`src/design/sledc_pkg.sv`:
```
// shared constants for the front-panel status indicator block
// assumes a single 20 MHz system clock and an AHB-Lite register port
package sledc_pkg;

  // ****************************************************************
  // clock and flash timing
  // ****************************************************************
  localparam int CLK_PERIOD_NS = 50;           // 20 MHz system clock
  localparam int TICK_NS       = 62_500_000;   // one flash time slot
  // whole cycles per time slot, at least one
  localparam int TICK_CYCLES   = (TICK_NS / CLK_PERIOD_NS) < 1 ? 1 :
                                 (TICK_NS / CLK_PERIOD_NS);

  // bit of the free slot counter that gives each flash rate
  localparam int FAST_BIT      = 0;  // toggles every 62.5 ms: 8 per second
  localparam int SLOW_BIT      = 1;  // toggles every 125 ms: 4 per second
  localparam int CONST_BIT     = 2;  // boot and watchdog patterns
  localparam int PHASE_W       = 3;

  // power-up code blinking, in slots
  localparam logic [5:0] CODE_ON_SLOTS    = 6'h04;
  localparam logic [5:0] CODE_OFF_SLOTS   = 6'h04;
  localparam logic [5:0] CODE_PAUSE_SLOTS = 6'h10;
  localparam logic [5:0] CODE_GAP_SLOTS   = 6'h20;

  // ****************************************************************
  // register map (byte addresses)
  // ****************************************************************
  localparam logic [7:0] ADDR_CTRL       = 8'h00;
  localparam logic [7:0] ADDR_STATE      = 8'h04;
  localparam logic [7:0] ADDR_MOD_FAULT  = 8'h08;
  localparam logic [7:0] ADDR_AXIS_FAULT = 8'h0c; // four words, 0x0c..0x18
  localparam logic [7:0] ADDR_IRQ_STATUS = 8'h1c;
  localparam logic [7:0] ADDR_IRQ_MASK   = 8'h20;

  // control register fields
  localparam int CTRL_CFG_BIT   = 0;
  localparam int CTRL_CLEAR_BIT = 1;
  localparam int CTRL_W         = 2;
  localparam logic [1:0] CTRL_RESET = 2'h0;

  // interrupt status fields
  localparam int IRQ_STATUS_ERR = 0;
  localparam int IRQ_STOP_ERR   = 1;
  localparam int IRQ_WATCHDOG   = 2;
  localparam int IRQ_DIAG_FAIL  = 3;
  localparam int IRQ_W          = 4;
  localparam logic [3:0] IRQ_RESET = 4'h0;

  localparam int FAULT_W   = 16;
  localparam int AXES      = 4;
  localparam int DIAG_W    = 4;
  localparam logic [15:0] FAULT_RESET = 16'h0000;

  // ahb-lite encodings
  localparam logic [1:0] HTRANS_NONSEQ = 2'h2;
  localparam logic       HRESP_OKAY    = 1'h0;

  typedef enum logic [2:0] {
    SLEDC_CODE_IDLE,
    SLEDC_CODE_ON,
    SLEDC_CODE_OFF,
    SLEDC_CODE_PAUSE,
    SLEDC_CODE_GAP
  } sledc_code_state_type;

endpackage : sledc_pkg

```
`src/design/sledc_tick.sv`:
```
// slot divider: one-cycle enable every TICKS system clocks
// assumes hclk is the only clock; all slower rates derive from this pulse
`timescale 1ns/10ps
`default_nettype none

module sledc_tick #(
  parameter int TICKS = sledc_pkg::TICK_CYCLES
) (
  // clock and reset
  input  wire logic hclk,
  input  wire logic hresetn,
  // slot enable
  output logic      tick
);

  localparam int CW = $clog2(TICKS + 1);
  localparam logic [CW-1:0] LAST = CW'(TICKS - 1);

  logic [CW-1:0] count;

  // free-running divider, pulse on wrap
  always_ff @(posedge hclk or negedge hresetn) begin
    if (!hresetn) begin
      count <= '0;
      tick  <= 1'b0;
    end else if (count == LAST) begin
      count <= '0;
      tick  <= 1'b1;
    end else begin
      count <= count + 1'b1;
      tick  <= 1'b0;
    end
  end

endmodule : sledc_tick

`default_nettype wire

```
`src/design/sledc_top.sv`:
```
// front-panel status indicator control with ahb-lite registers
// assumes error, mode and drive-enable inputs are synchronous to hclk
//
// What this block does
// - health steady normally, flashing on errors
// - status-only errors flash health four per second
// - servo-stop errors flash health eight per second
// - signalled error sets fault flag, loads code
// - boot mode: health and config flash together
// - watchdog: health and config flash alternately
// - power-up failure blinks two codes, config dark
// - liveness steadily lit while functioning
// - unfinished power-up leaves health, liveness dark
// - config lit once configuration received
// - four drive-enable lights follow relay outputs
// - clear pulse ends error unless cause persists
//
// Chosen here: the register addresses and register access over AHB-Lite.
`timescale 1ns/10ps
`default_nettype none

module sledc_top #(
  parameter int TICK_CYCLES = sledc_pkg::TICK_CYCLES,
  parameter int AXES        = sledc_pkg::AXES
) (
  // clock and reset
  input  wire logic                           hclk,
  input  wire logic                           hresetn,
  // ahb-lite slave
  input  wire logic                           hsel,
  input  wire logic [31:0]                    haddr,
  input  wire logic [1:0]                     htrans,
  input  wire logic                           hwrite,
  input  wire logic [2:0]                     hsize,
  input  wire logic [31:0]                    hwdata,
  input  wire logic                           hready,
  output logic      [31:0]                    hrdata,
  output logic                                hreadyout,
  output logic                                hresp,
  // module state
  input  wire logic                           powerup_done,
  input  wire logic                           diag_fail,
  input  wire logic [sledc_pkg::DIAG_W-1:0]   diag_code_first,
  input  wire logic [sledc_pkg::DIAG_W-1:0]   diag_code_second,
  input  wire logic                           boot_mode,
  input  wire logic                           watchdog_timeout,
  // error reports
  input  wire logic                           err_report,
  input  wire logic                           err_stop,
  input  wire logic [2:0]                     err_axis,
  input  wire logic [sledc_pkg::FAULT_W-1:0]  err_code,
  input  wire logic                           err_persist,
  // drive-enable relay outputs
  input  wire logic [AXES-1:0]                drive_relay_on,
  // indicators
  output logic                                health_indicator,
  output logic                                liveness_indicator,
  output logic                                config_indicator,
  output logic                                axis1_drive_on_indicator,
  output logic                                axis2_drive_on_indicator,
  output logic                                axis3_drive_on_indicator,
  output logic                                axis4_drive_on_indicator,
  output logic                                module_fault,
  output logic                                irq
);

  // ****************************************************************
  // declarations
  // ****************************************************************
  localparam int FW = sledc_pkg::FAULT_W;

  logic                               tick;
  logic [sledc_pkg::PHASE_W-1:0]      phase;
  logic [sledc_pkg::CTRL_W-1:0]       ctrl;
  logic                               clear_prev;
  logic                               clear_pulse;
  logic                               status_err;
  logic                               stop_err;
  logic [FW-1:0]                      mod_fault_word;
  logic [FW-1:0]                      axis_fault_word [AXES];
  logic [sledc_pkg::IRQ_W-1:0]        irq_status;
  logic [sledc_pkg::IRQ_W-1:0]        irq_mask;
  logic [sledc_pkg::IRQ_W-1:0]        irq_event;
  logic                               watchdog_prev;
  logic                               diag_prev;
  logic                               dp_write;
  logic [7:0]                         dp_addr;
  logic                               ap_valid;
  logic                               ap_read_status;
  logic                               running;
  logic                               code_lamp;
  logic                               next_health;
  logic                               next_config;
  sledc_pkg::sledc_code_state_type    code_state;
  logic [5:0]                         code_slots;
  logic [sledc_pkg::DIAG_W-1:0]       code_left;
  logic                               code_second;

  // ****************************************************************
  // helpers
  // ****************************************************************
  // word index of a register byte address, shared by decode paths
  function automatic logic [5:0] word_of(input logic [7:0] a);
    word_of = a[7:2];
  endfunction : word_of

  // read mux; axis words sit at consecutive addresses
  function automatic logic [31:0] read_word(input logic [7:0] a);
    logic [31:0] r;
    r = 32'h0000_0000;
    if (word_of(a) == word_of(sledc_pkg::ADDR_CTRL)) begin
      r[sledc_pkg::CTRL_W-1:0] = ctrl;
    end else if (word_of(a) == word_of(sledc_pkg::ADDR_STATE)) begin
      r[7:0] = {irq, module_fault, stop_err, status_err,
                config_indicator, liveness_indicator, health_indicator,
                running};
    end else if (word_of(a) == word_of(sledc_pkg::ADDR_MOD_FAULT)) begin
      r[FW-1:0] = mod_fault_word;
    end else if (word_of(a) == word_of(sledc_pkg::ADDR_IRQ_STATUS)) begin
      r[sledc_pkg::IRQ_W-1:0] = irq_status;
    end else if (word_of(a) == word_of(sledc_pkg::ADDR_IRQ_MASK)) begin
      r[sledc_pkg::IRQ_W-1:0] = irq_mask;
    end else begin
      for (int i = 0; i < AXES; i++) begin
        if (word_of(a) == 6'(word_of(sledc_pkg::ADDR_AXIS_FAULT) + i)) begin
          r[FW-1:0] = axis_fault_word[i];
        end
      end
    end
    return r;
  endfunction : read_word

  // ****************************************************************
  // ahb-lite slave: zero wait states, always okay
  // ****************************************************************
  assign hreadyout      = 1'b1;
  assign hresp          = sledc_pkg::HRESP_OKAY;
  assign ap_valid       = hsel && hready && htrans[1];
  assign ap_read_status = ap_valid && !hwrite &&
                          (word_of(haddr[7:0]) ==
                           word_of(sledc_pkg::ADDR_IRQ_STATUS));

  // address phase capture; write data lands in the next cycle
  always_ff @(posedge hclk or negedge hresetn) begin
    if (!hresetn) begin
      dp_write <= 1'b0;
      dp_addr  <= 8'h00;
    end else begin
      dp_write <= ap_valid && hwrite;
      dp_addr  <= haddr[7:0];
    end
  end

  // read data is registered at the address phase so it stands
  // from a flop for the whole data phase; unmapped reads give zero
  always_ff @(posedge hclk or negedge hresetn) begin
    if (!hresetn) begin
      hrdata <= 32'h0000_0000;
    end else if (ap_valid && !hwrite) begin
      hrdata <= read_word(haddr[7:0]);
    end
  end

  // control and mask registers; other writes are ignored
  always_ff @(posedge hclk or negedge hresetn) begin
    if (!hresetn) begin
      ctrl     <= sledc_pkg::CTRL_RESET;
      irq_mask <= sledc_pkg::IRQ_RESET;
    end else if (dp_write) begin
      if (word_of(dp_addr) == word_of(sledc_pkg::ADDR_CTRL)) begin
        ctrl <= hwdata[sledc_pkg::CTRL_W-1:0];
      end
      if (word_of(dp_addr) == word_of(sledc_pkg::ADDR_IRQ_MASK)) begin
        irq_mask <= hwdata[sledc_pkg::IRQ_W-1:0];
      end
    end
  end

  // ****************************************************************
  // flash slot timing
  // ****************************************************************
  sledc_tick #(
    .TICKS (TICK_CYCLES)
  ) u_tick (
    .hclk    (hclk),
    .hresetn (hresetn),
    .tick    (tick)
  );

  // one counter feeds every rate, so boot and watchdog patterns
  // keep health and config in a fixed phase relation
  always_ff @(posedge hclk or negedge hresetn) begin
    if (!hresetn) begin
      phase <= '0;
    end else if (tick) begin
      phase <= phase + 1'b1;
    end
  end

  // ****************************************************************
  // error flags and fault words
  // ****************************************************************
  // clear acts on the off edge of the on-then-off pulse
  assign clear_pulse = clear_prev && !ctrl[sledc_pkg::CTRL_CLEAR_BIT];

  always_ff @(posedge hclk or negedge hresetn) begin
    if (!hresetn) begin
      clear_prev <= 1'b0;
    end else begin
      clear_prev <= ctrl[sledc_pkg::CTRL_CLEAR_BIT];
    end
  end

  // a new report in the clear cycle wins, and a lasting cause
  // blocks the clear
  always_ff @(posedge hclk or negedge hresetn) begin
    if (!hresetn) begin
      status_err <= 1'b0;
      stop_err   <= 1'b0;
    end else begin
      if (err_report && !err_stop) begin
        status_err <= 1'b1;
      end else if (clear_pulse && !err_persist) begin
        status_err <= 1'b0;
      end
      if (err_report && err_stop) begin
        stop_err <= 1'b1;
      end else if (clear_pulse && !err_persist) begin
        stop_err <= 1'b0;
      end
    end
  end

  assign module_fault = status_err || stop_err;

  // error code goes to the module word (axis 0) or an axis word
  always_ff @(posedge hclk or negedge hresetn) begin
    if (!hresetn) begin
      mod_fault_word <= sledc_pkg::FAULT_RESET;
      for (int i = 0; i < AXES; i++) begin
        axis_fault_word[i] <= sledc_pkg::FAULT_RESET;
      end
    end else if (err_report) begin
      if (err_axis == 3'h0) begin
        mod_fault_word <= err_code;
      end
      for (int i = 0; i < AXES; i++) begin
        if (err_axis == 3'(i + 1)) begin
          axis_fault_word[i] <= err_code;
        end
      end
    end
  end

  // ****************************************************************
  // interrupts: sticky, read-clear, masked
  // ****************************************************************
  always_ff @(posedge hclk or negedge hresetn) begin
    if (!hresetn) begin
      watchdog_prev <= 1'b0;
      diag_prev     <= 1'b0;
    end else begin
      watchdog_prev <= watchdog_timeout;
      diag_prev     <= diag_fail;
    end
  end

  always_comb begin
    irq_event = '0;
    irq_event[sledc_pkg::IRQ_STATUS_ERR] = err_report && !err_stop;
    irq_event[sledc_pkg::IRQ_STOP_ERR]   = err_report && err_stop;
    irq_event[sledc_pkg::IRQ_WATCHDOG]   = watchdog_timeout && !watchdog_prev;
    irq_event[sledc_pkg::IRQ_DIAG_FAIL]  = diag_fail && !diag_prev;
  end

  // an event in the reading cycle survives the read
  always_ff @(posedge hclk or negedge hresetn) begin
    if (!hresetn) begin
      irq_status <= sledc_pkg::IRQ_RESET;
    end else if (ap_read_status) begin
      irq_status <= irq_event;
    end else begin
      irq_status <= irq_status | irq_event;
    end
  end

  always_ff @(posedge hclk or negedge hresetn) begin
    if (!hresetn) begin
      irq <= 1'b0;
    end else begin
      irq <= |(irq_status & irq_mask);
    end
  end

  // ****************************************************************
  // power-up code blinker
  // ****************************************************************
  // a zero code shows as no blinks in that half; limitation accepted
  always_ff @(posedge hclk or negedge hresetn) begin
    if (!hresetn) begin
      code_state  <= sledc_pkg::SLEDC_CODE_IDLE;
      code_slots  <= 6'h00;
      code_left   <= '0;
      code_second <= 1'b0;
    end else if (!diag_fail) begin
      code_state  <= sledc_pkg::SLEDC_CODE_IDLE;
      code_second <= 1'b0;
    end else if (tick) begin
      unique case (code_state)
        sledc_pkg::SLEDC_CODE_IDLE: begin
          code_state  <= sledc_pkg::SLEDC_CODE_OFF;
          code_slots  <= sledc_pkg::CODE_OFF_SLOTS;
          code_left   <= diag_code_first;
          code_second <= 1'b0;
        end
        sledc_pkg::SLEDC_CODE_ON: begin
          if (code_slots == 6'h01) begin
            code_state <= sledc_pkg::SLEDC_CODE_OFF;
            code_slots <= sledc_pkg::CODE_OFF_SLOTS;
          end else begin
            code_slots <= code_slots - 1'b1;
          end
        end
        sledc_pkg::SLEDC_CODE_OFF: begin
          if (code_slots != 6'h01) begin
            code_slots <= code_slots - 1'b1;
          end else if (code_left != '0) begin
            code_state <= sledc_pkg::SLEDC_CODE_ON;
            code_slots <= sledc_pkg::CODE_ON_SLOTS;
            code_left  <= code_left - 1'b1;
          end else if (!code_second) begin
            code_state <= sledc_pkg::SLEDC_CODE_PAUSE;
            code_slots <= sledc_pkg::CODE_PAUSE_SLOTS;
          end else begin
            code_state <= sledc_pkg::SLEDC_CODE_GAP;
            code_slots <= sledc_pkg::CODE_GAP_SLOTS;
          end
        end
        sledc_pkg::SLEDC_CODE_PAUSE: begin
          if (code_slots == 6'h01) begin
            code_state  <= sledc_pkg::SLEDC_CODE_OFF;
            code_slots  <= 6'h01;
            code_left   <= diag_code_second;
            code_second <= 1'b1;
          end else begin
            code_slots <= code_slots - 1'b1;
          end
        end
        sledc_pkg::SLEDC_CODE_GAP: begin
          if (code_slots == 6'h01) begin
            code_state <= sledc_pkg::SLEDC_CODE_IDLE;
          end else begin
            code_slots <= code_slots - 1'b1;
          end
        end
        default: begin
          code_state <= sledc_pkg::SLEDC_CODE_IDLE;
        end
      endcase
    end
  end

  assign code_lamp = (code_state == sledc_pkg::SLEDC_CODE_ON);

  // ****************************************************************
  // indicator selection
  // ****************************************************************
  assign running = powerup_done && !diag_fail;

  // priority: code blink, unfinished start, boot, watchdog, stop, status
  always_comb begin
    next_health = 1'b0;
    next_config = ctrl[sledc_pkg::CTRL_CFG_BIT];
    if (diag_fail) begin
      next_health = code_lamp;
      next_config = 1'b0;
    end else if (!powerup_done) begin
      next_health = 1'b0;
    end else if (boot_mode) begin
      next_health = phase[sledc_pkg::CONST_BIT];
      next_config = phase[sledc_pkg::CONST_BIT];
    end else if (watchdog_timeout) begin
      next_health = phase[sledc_pkg::CONST_BIT];
      next_config = !phase[sledc_pkg::CONST_BIT];
    end else if (stop_err) begin
      next_health = phase[sledc_pkg::FAST_BIT];
    end else if (status_err) begin
      next_health = phase[sledc_pkg::SLOW_BIT];
    end else begin
      next_health = 1'b1;
    end
  end

  // all indicators come from flops, one cycle behind their causes
  always_ff @(posedge hclk or negedge hresetn) begin
    if (!hresetn) begin
      health_indicator   <= 1'b0;
      config_indicator   <= 1'b0;
      liveness_indicator <= 1'b0;
    end else begin
      health_indicator   <= next_health;
      config_indicator   <= next_config;
      liveness_indicator <= running;
    end
  end

  always_ff @(posedge hclk or negedge hresetn) begin
    if (!hresetn) begin
      axis1_drive_on_indicator <= 1'b0;
      axis2_drive_on_indicator <= 1'b0;
      axis3_drive_on_indicator <= 1'b0;
      axis4_drive_on_indicator <= 1'b0;
    end else begin
      axis1_drive_on_indicator <= drive_relay_on[0];
      axis2_drive_on_indicator <= drive_relay_on[1];
      axis3_drive_on_indicator <= drive_relay_on[2];
      axis4_drive_on_indicator <= drive_relay_on[3];
    end
  end

endmodule : sledc_top

`default_nettype wire

```
`config.mk`:
```
export PLATFORM = sky130hd
export DESIGN_NAME = sledc_top
export DESIGN_NICKNAME = d
export VERILOG_FILES = /design/src/design/sledc_pkg.sv /design/src/design/sledc_tick.sv /design/src/design/sledc_top.sv
export SDC_FILE = /design/constraint.sdc
export NUM_CORES = 1
export LEC_CHECK = 0
export BUFFER_PORTS_ARGS = -buffer_cell sky130_fd_sc_hd__buf_2
export CAP_MARGIN = 10
export CORE_MARGIN = 1.5
export CORE_UTILIZATION = 40
export DETAILED_ROUTE_END_ITERATION = 12
export GPL_ROUTABILITY_DRIVEN = 0
export REMOVE_ABC_BUFFERS = 1
export SLEW_MARGIN = 5
export SYNTH_ARGS = -nofsm -noshare
export SYNTH_HDL_FRONTEND = slang
export SYNTH_SLANG_ARGS = --single-unit
export TNS_END_PERCENT = 1
```
`constraint.sdc`:
```
create_clock -name hclk -period 2.6 [get_ports hclk]
set_input_delay 0.13 -clock hclk [delete_from_list [all_inputs] [get_ports hclk]]
set_output_delay 0.13 -clock hclk [all_outputs]
set_load 0.02 [all_outputs]
```
==> summary by stage <==
Status
The run finished with clean final reports.

Global routing
The number of global-route vias before repair was around 6300. The number of antenna violations at the first check in global routing is 0. The total global routing overflow is 0. The global-route total usage across every layer is 0.2044. The first global-routing pass estimated roughly 33000 µm of wire. Entering global routing, the biggest net connects 80 pins.

Critical path
The worst setup path is captured at a register. The worst register-to-register path ends at u_tick.count[20]$_DFF_PN0_. In this run the worst path has a maximum fanout of 7. The most prevalent standard cell on the critical path is sky130_fd_sc_hd__or4_1.

The type of element launching the critical path is a register. The worst setup path is of the reg2reg kind. The slack of the worst reg-to-reg path is ~420 ps. At the worst endpoint, the arrival time is 2530 ps. Among cell families on the critical path, the largest total delay comes from simple AND/OR/NAND/NOR gates. In this run the critical register-to-register path is launched from u_tick.count[0]$_DFF_PN0_. For the worst setup path, the data required time is ~3000 ps.

The delay contributed by the slowest stage of the critical path is 690 ps. The critical path contains buffers and inverters numbering 0 combined. The slowest stage of the critical path is the sky130_fd_sc_hd__or4_1 cell. Traced cell by cell, the critical path runs through ha_1, nand3_1, or4_1, or4_1, a21oi_1. The depth of the worst register-to-register path is 5.

Floorplan
The floorplan step set the die width to ~140 µm. The I/O pin count is between 150 and 200. The initial utilization of the core area, before any placement, comes to 0.4098.

The number of placement rows is 51. The floorplan step defined a die boundary enclosing between 20000 and 25000 µm². In this run the vertical extent of the chip is approximately 140 µm. The region available for standard cell placement spans a little under 20000 µm².

STA
The hold violation count in the final report is 0. The setup TNS is 0 ps. Across all hold checks on the routed design, the worst slack comes to 31.60 ps. The worst path in the final design needs a cycle of 2182 ps, including I/O delays and setup.

The number of setup violations in the final report is 0. The slew at the pin with the worst max-slew slack is 760.3 ps. The number of max-slew violations in the final report was 0.

Setup repair after global routing left no endpoint under its margin. Of the available clock period, the critical path in the final layout requires 0.8391. The worst clock skew on the final layout is 10.79 ps. Timing would allow up to 458.3 MHz.

The headroom to the max-slew limit is 0.4931.

Yosys
The synthesized area per cell is around 11 µm². The mapped cell area is 8001 µm². Of the synthesized area, sequential elements account for 0.5160. Synthesis produced a netlist whose cell count is between 700 and 800. The number of enable flip-flop cells after synthesis is 0. The most used flip-flop cell after synthesis is sky130_fd_sc_hd__dfrtp_1.

The number of synthesized register bits is 165. Yosys mapped the design onto 71 distinct sky130hd cell types. For this run, the number of Yosys warnings is 0.

The share of synthesized flip-flops with an asynchronous set or reset is 1.000.

Clock network
Clock tree synthesis found a total of around 170 sinks. The buffer levels on the longest clock path is 2. The number of gates resized after CTS was 0.

The number of post-CTS setup repair buffers is 0. The tree is rooted in a sky130_fd_sc_hd__clkbuf_16. CTS built an H-tree with a depth of 4. The clock reaches the later pin of the worst-skew pair after 430 ps. The clock-pin slew reported for the worst setup and hold paths after clock tree synthesis is ~60 ps. The clock tree from TritonCTS is yes. The clock buffer count from CTS is 17. The number of buffers inserted by hold repair at cts is 35.

Placed design
Including well taps, the total number of placed cells is about 1000. The HPWL reported at the end of detailed placement is 13610 µm. Once placement finished, the instance area stood at slightly below 9000 µm². The count of input and output buffers is roughly 80.

Layout
Excluding fillers, the count of instances in the completed layout stands at 1107. The antenna cell count is 0. The finished cells cover 9677 µm². Compared with the post-synthesis result, the final layout area differs by 20.94%. After the last flow step, the layout net total stands at 947. In the final layout, the share of cells above drive strength 1 is 0.2732.

Power and ir drop
Dividing total power by cell area gives a power density of approximately 660 nW/µm². In this run the static leakage power is between 4 and 5 nW. The peak supply drop is about 0.00046 V.

Worst hold path
The start point of the worst hold path is diag_code_first[2]. The worst hold path depth is 4. In this run the worst hold path is classified as in2reg. The destination of the worst hold path is code_left[2]$_DFFE_PN0P_.

Flow run
The count of max-cap constraint violations is 0.

Routing
The first detailed-routing pass took 5 iterations. The initial detailed-routing violation count is around 480. The detailed-route wire length is roughly 20000 µm. For this run, design rule violations remaining after detail routing come to 0. The final antenna-violating net count is 0. Dividing the detail-routed via count by the number of cells gives 5.602.

Dividing the detail-routed wire length by the instance count gives ~18 µm. The overall via count from detail_route is 6201.
cells by family after synthesis:
group           Yosys count  share of synthesized area
fa+ha+maj                 5                   0.007819
buf+inv                  68                    0.04128
xor+xnor                 20                    0.02189
compound gates          142                     0.1279
mux                     105                     0.1471
other cells               2                  0.0009386
flops                   165                     0.5160
simple gates            200                     0.1370
report_power, final:
part           switching (mW)  internal, mW  leakage (nW)
clock                    1.07          1.42         0.284
sequential              0.174          2.90          2.01
combinational           0.399         0.405          1.84
total                    1.64          4.72          4.13
cell usage in the layout (no fill, tap or decap), types with 8 or more instances in the layout:
| cell | count |
|---|---|
| sky130_fd_sc_hd__dfrtp_1 | 165 |
| sky130_fd_sc_hd__mux2_2 | 79 |
| sky130_fd_sc_hd__buf_2 | 77 |
| sky130_fd_sc_hd__nor2_1 | 45 |
| sky130_fd_sc_hd__dlygate4sd3_1 | 35 |
| sky130_fd_sc_hd__nand2_1 | 31 |
| sky130_fd_sc_hd__nor3_1 | 25 |
| sky130_fd_sc_hd__a21oi_1 | 25 |
| sky130_fd_sc_hd__buf_4 | 24 |
| sky130_fd_sc_hd__nand3_1 | 19 |
| sky130_fd_sc_hd__conb_1 | 18 |
| sky130_fd_sc_hd__inv_1 | 17 |
| sky130_fd_sc_hd__clkbuf_16 | 17 |
| sky130_fd_sc_hd__o21ai_0 | 15 |
| sky130_fd_sc_hd__nand2b_1 | 13 |
| sky130_fd_sc_hd__mux2i_1 | 13 |
| sky130_fd_sc_hd__xnor2_1 | 12 |
| sky130_fd_sc_hd__mux2_1 | 12 |
| sky130_fd_sc_hd__a22oi_1 | 11 |
| sky130_fd_sc_hd__a211oi_1 | 9 |
| sky130_fd_sc_hd__xor2_1 | 8 |
| sky130_fd_sc_hd__or3_1 | 8 |
| sky130_fd_sc_hd__o31ai_1 | 8 |
| sky130_fd_sc_hd__o22ai_1 | 8 |
worst min-delay path: cells and delay by family:
kind                   cells  cell delay [ps]
AOI/OAI and AO/OA          1               60
muxes                      1              120
buffers and inverters      1               80
and+or+nand+nor            1               30
through the flow:
stage | power (mW) | util | setup WS (ps)
after floorplan | 3.545 | - | 597.9
after global placement | 3.842 | 0.4480 | 460.9
after detailed placement | 3.887 | 0.4480 | 442.6
after CTS | 6.430 | 0.4956 | 422.4
after global routing | 6.652 | 0.4956 | 248.0
final | 6.367 | 0.4956 | 418.2
registers in the layout, summed over array words and instances, names as in the netlist, 2 cells and up:
signal           cells
axis_fault_word     64
code_left            4
code_slots           6
code_state           3
ctrl                 2
dp_addr              6
hrdata              16
irq_mask             4
irq_status           4
mod_fault_word      16
phase                3
u_tick.count        21
per-layer routing:
| layer | share of wire | GRT usage | vias up | routed length [µm] |
|---|---|---|---|---|
| met2 | 0.47 | 0.3261 | 213 | 9487 |
| li1 | - | - | 2826 | - |
| met3 | 0.052 | 0.03344 | 18 | 1058 |
| met1 | 0.46 | 0.2850 | 3144 | 9405 |
| met5 | 0 | 0 | - | 0 |
| met4 | 0.014 | 0.06380 | 0 | 284 |
synthesized netlist by cell type, types with 8 or more instances:
cell type,count,share of area
sky130_fd_sc_hd__dfrtp_1,165,0.52
sky130_fd_sc_hd__buf_4,18,0.017
sky130_fd_sc_hd__a22oi_1,11,0.010
sky130_fd_sc_hd__inv_1,17,0.0080
sky130_fd_sc_hd__o21ai_0,15,0.0094
sky130_fd_sc_hd__clkbuf_1,24,0.011
sky130_fd_sc_hd__mux2i_1,13,0.016
sky130_fd_sc_hd__nor3_1,26,0.016
sky130_fd_sc_hd__xnor2_1,12,0.013
sky130_fd_sc_hd__nor2_1,45,0.021
sky130_fd_sc_hd__xor2_1,8,0.0088
sky130_fd_sc_hd__nand3_1,19,0.012
sky130_fd_sc_hd__mux2_2,79,0.11
sky130_fd_sc_hd__nand2_1,31,0.015
sky130_fd_sc_hd__mux2_1,12,0.017
sky130_fd_sc_hd__or3_1,8,0.0063
sky130_fd_sc_hd__o22ai_1,8,0.0063
sky130_fd_sc_hd__nand2b_1,13,0.010
sky130_fd_sc_hd__o31ai_1,8,0.0075
sky130_fd_sc_hd__a211oi_1,9,0.0084
sky130_fd_sc_hd__a21oi_1,25,0.016
how the worst max path moves through the flow:
| stage | startpoint | endpoint | cells after the start | slack [ps] |
|---|---|---|---|---|
| after floorplan | u_tick.count[0]$_DFF_PN0_ | u_tick.count[20]$_DFF_PN0_ | 5 | 600 |
| after global placement | u_tick.count[0]$_DFF_PN0_ | u_tick.count[20]$_DFF_PN0_ | 5 | 460 |
| after detailed placement | u_tick.count[0]$_DFF_PN0_ | u_tick.count[20]$_DFF_PN0_ | 5 | 440 |
| after CTS | u_tick.count[0]$_DFF_PN0_ | u_tick.count[20]$_DFF_PN0_ | 5 | 420 |
| after global routing | u_tick.count[0]$_DFF_PN0_ | u_tick.count[20]$_DFF_PN0_ | 5 | 250 |
| final | u_tick.count[0]$_DFF_PN0_ | u_tick.count[20]$_DFF_PN0_ | 5 | 420 |
area by class of cell:
type                            count  area (µm²)
Tap cell                          265       331.6
Clock buffer                       17       425.4
Inverter                           17       63.81
Multi-Input combinational cell    490        3607
Clock inverter                     14       152.6
Fill cell                        1775        9849
Timing Repair Buffer              139       967.2
Sequential cell                   165        4129
No activity file was read; power rests on OpenSTA's default activity.
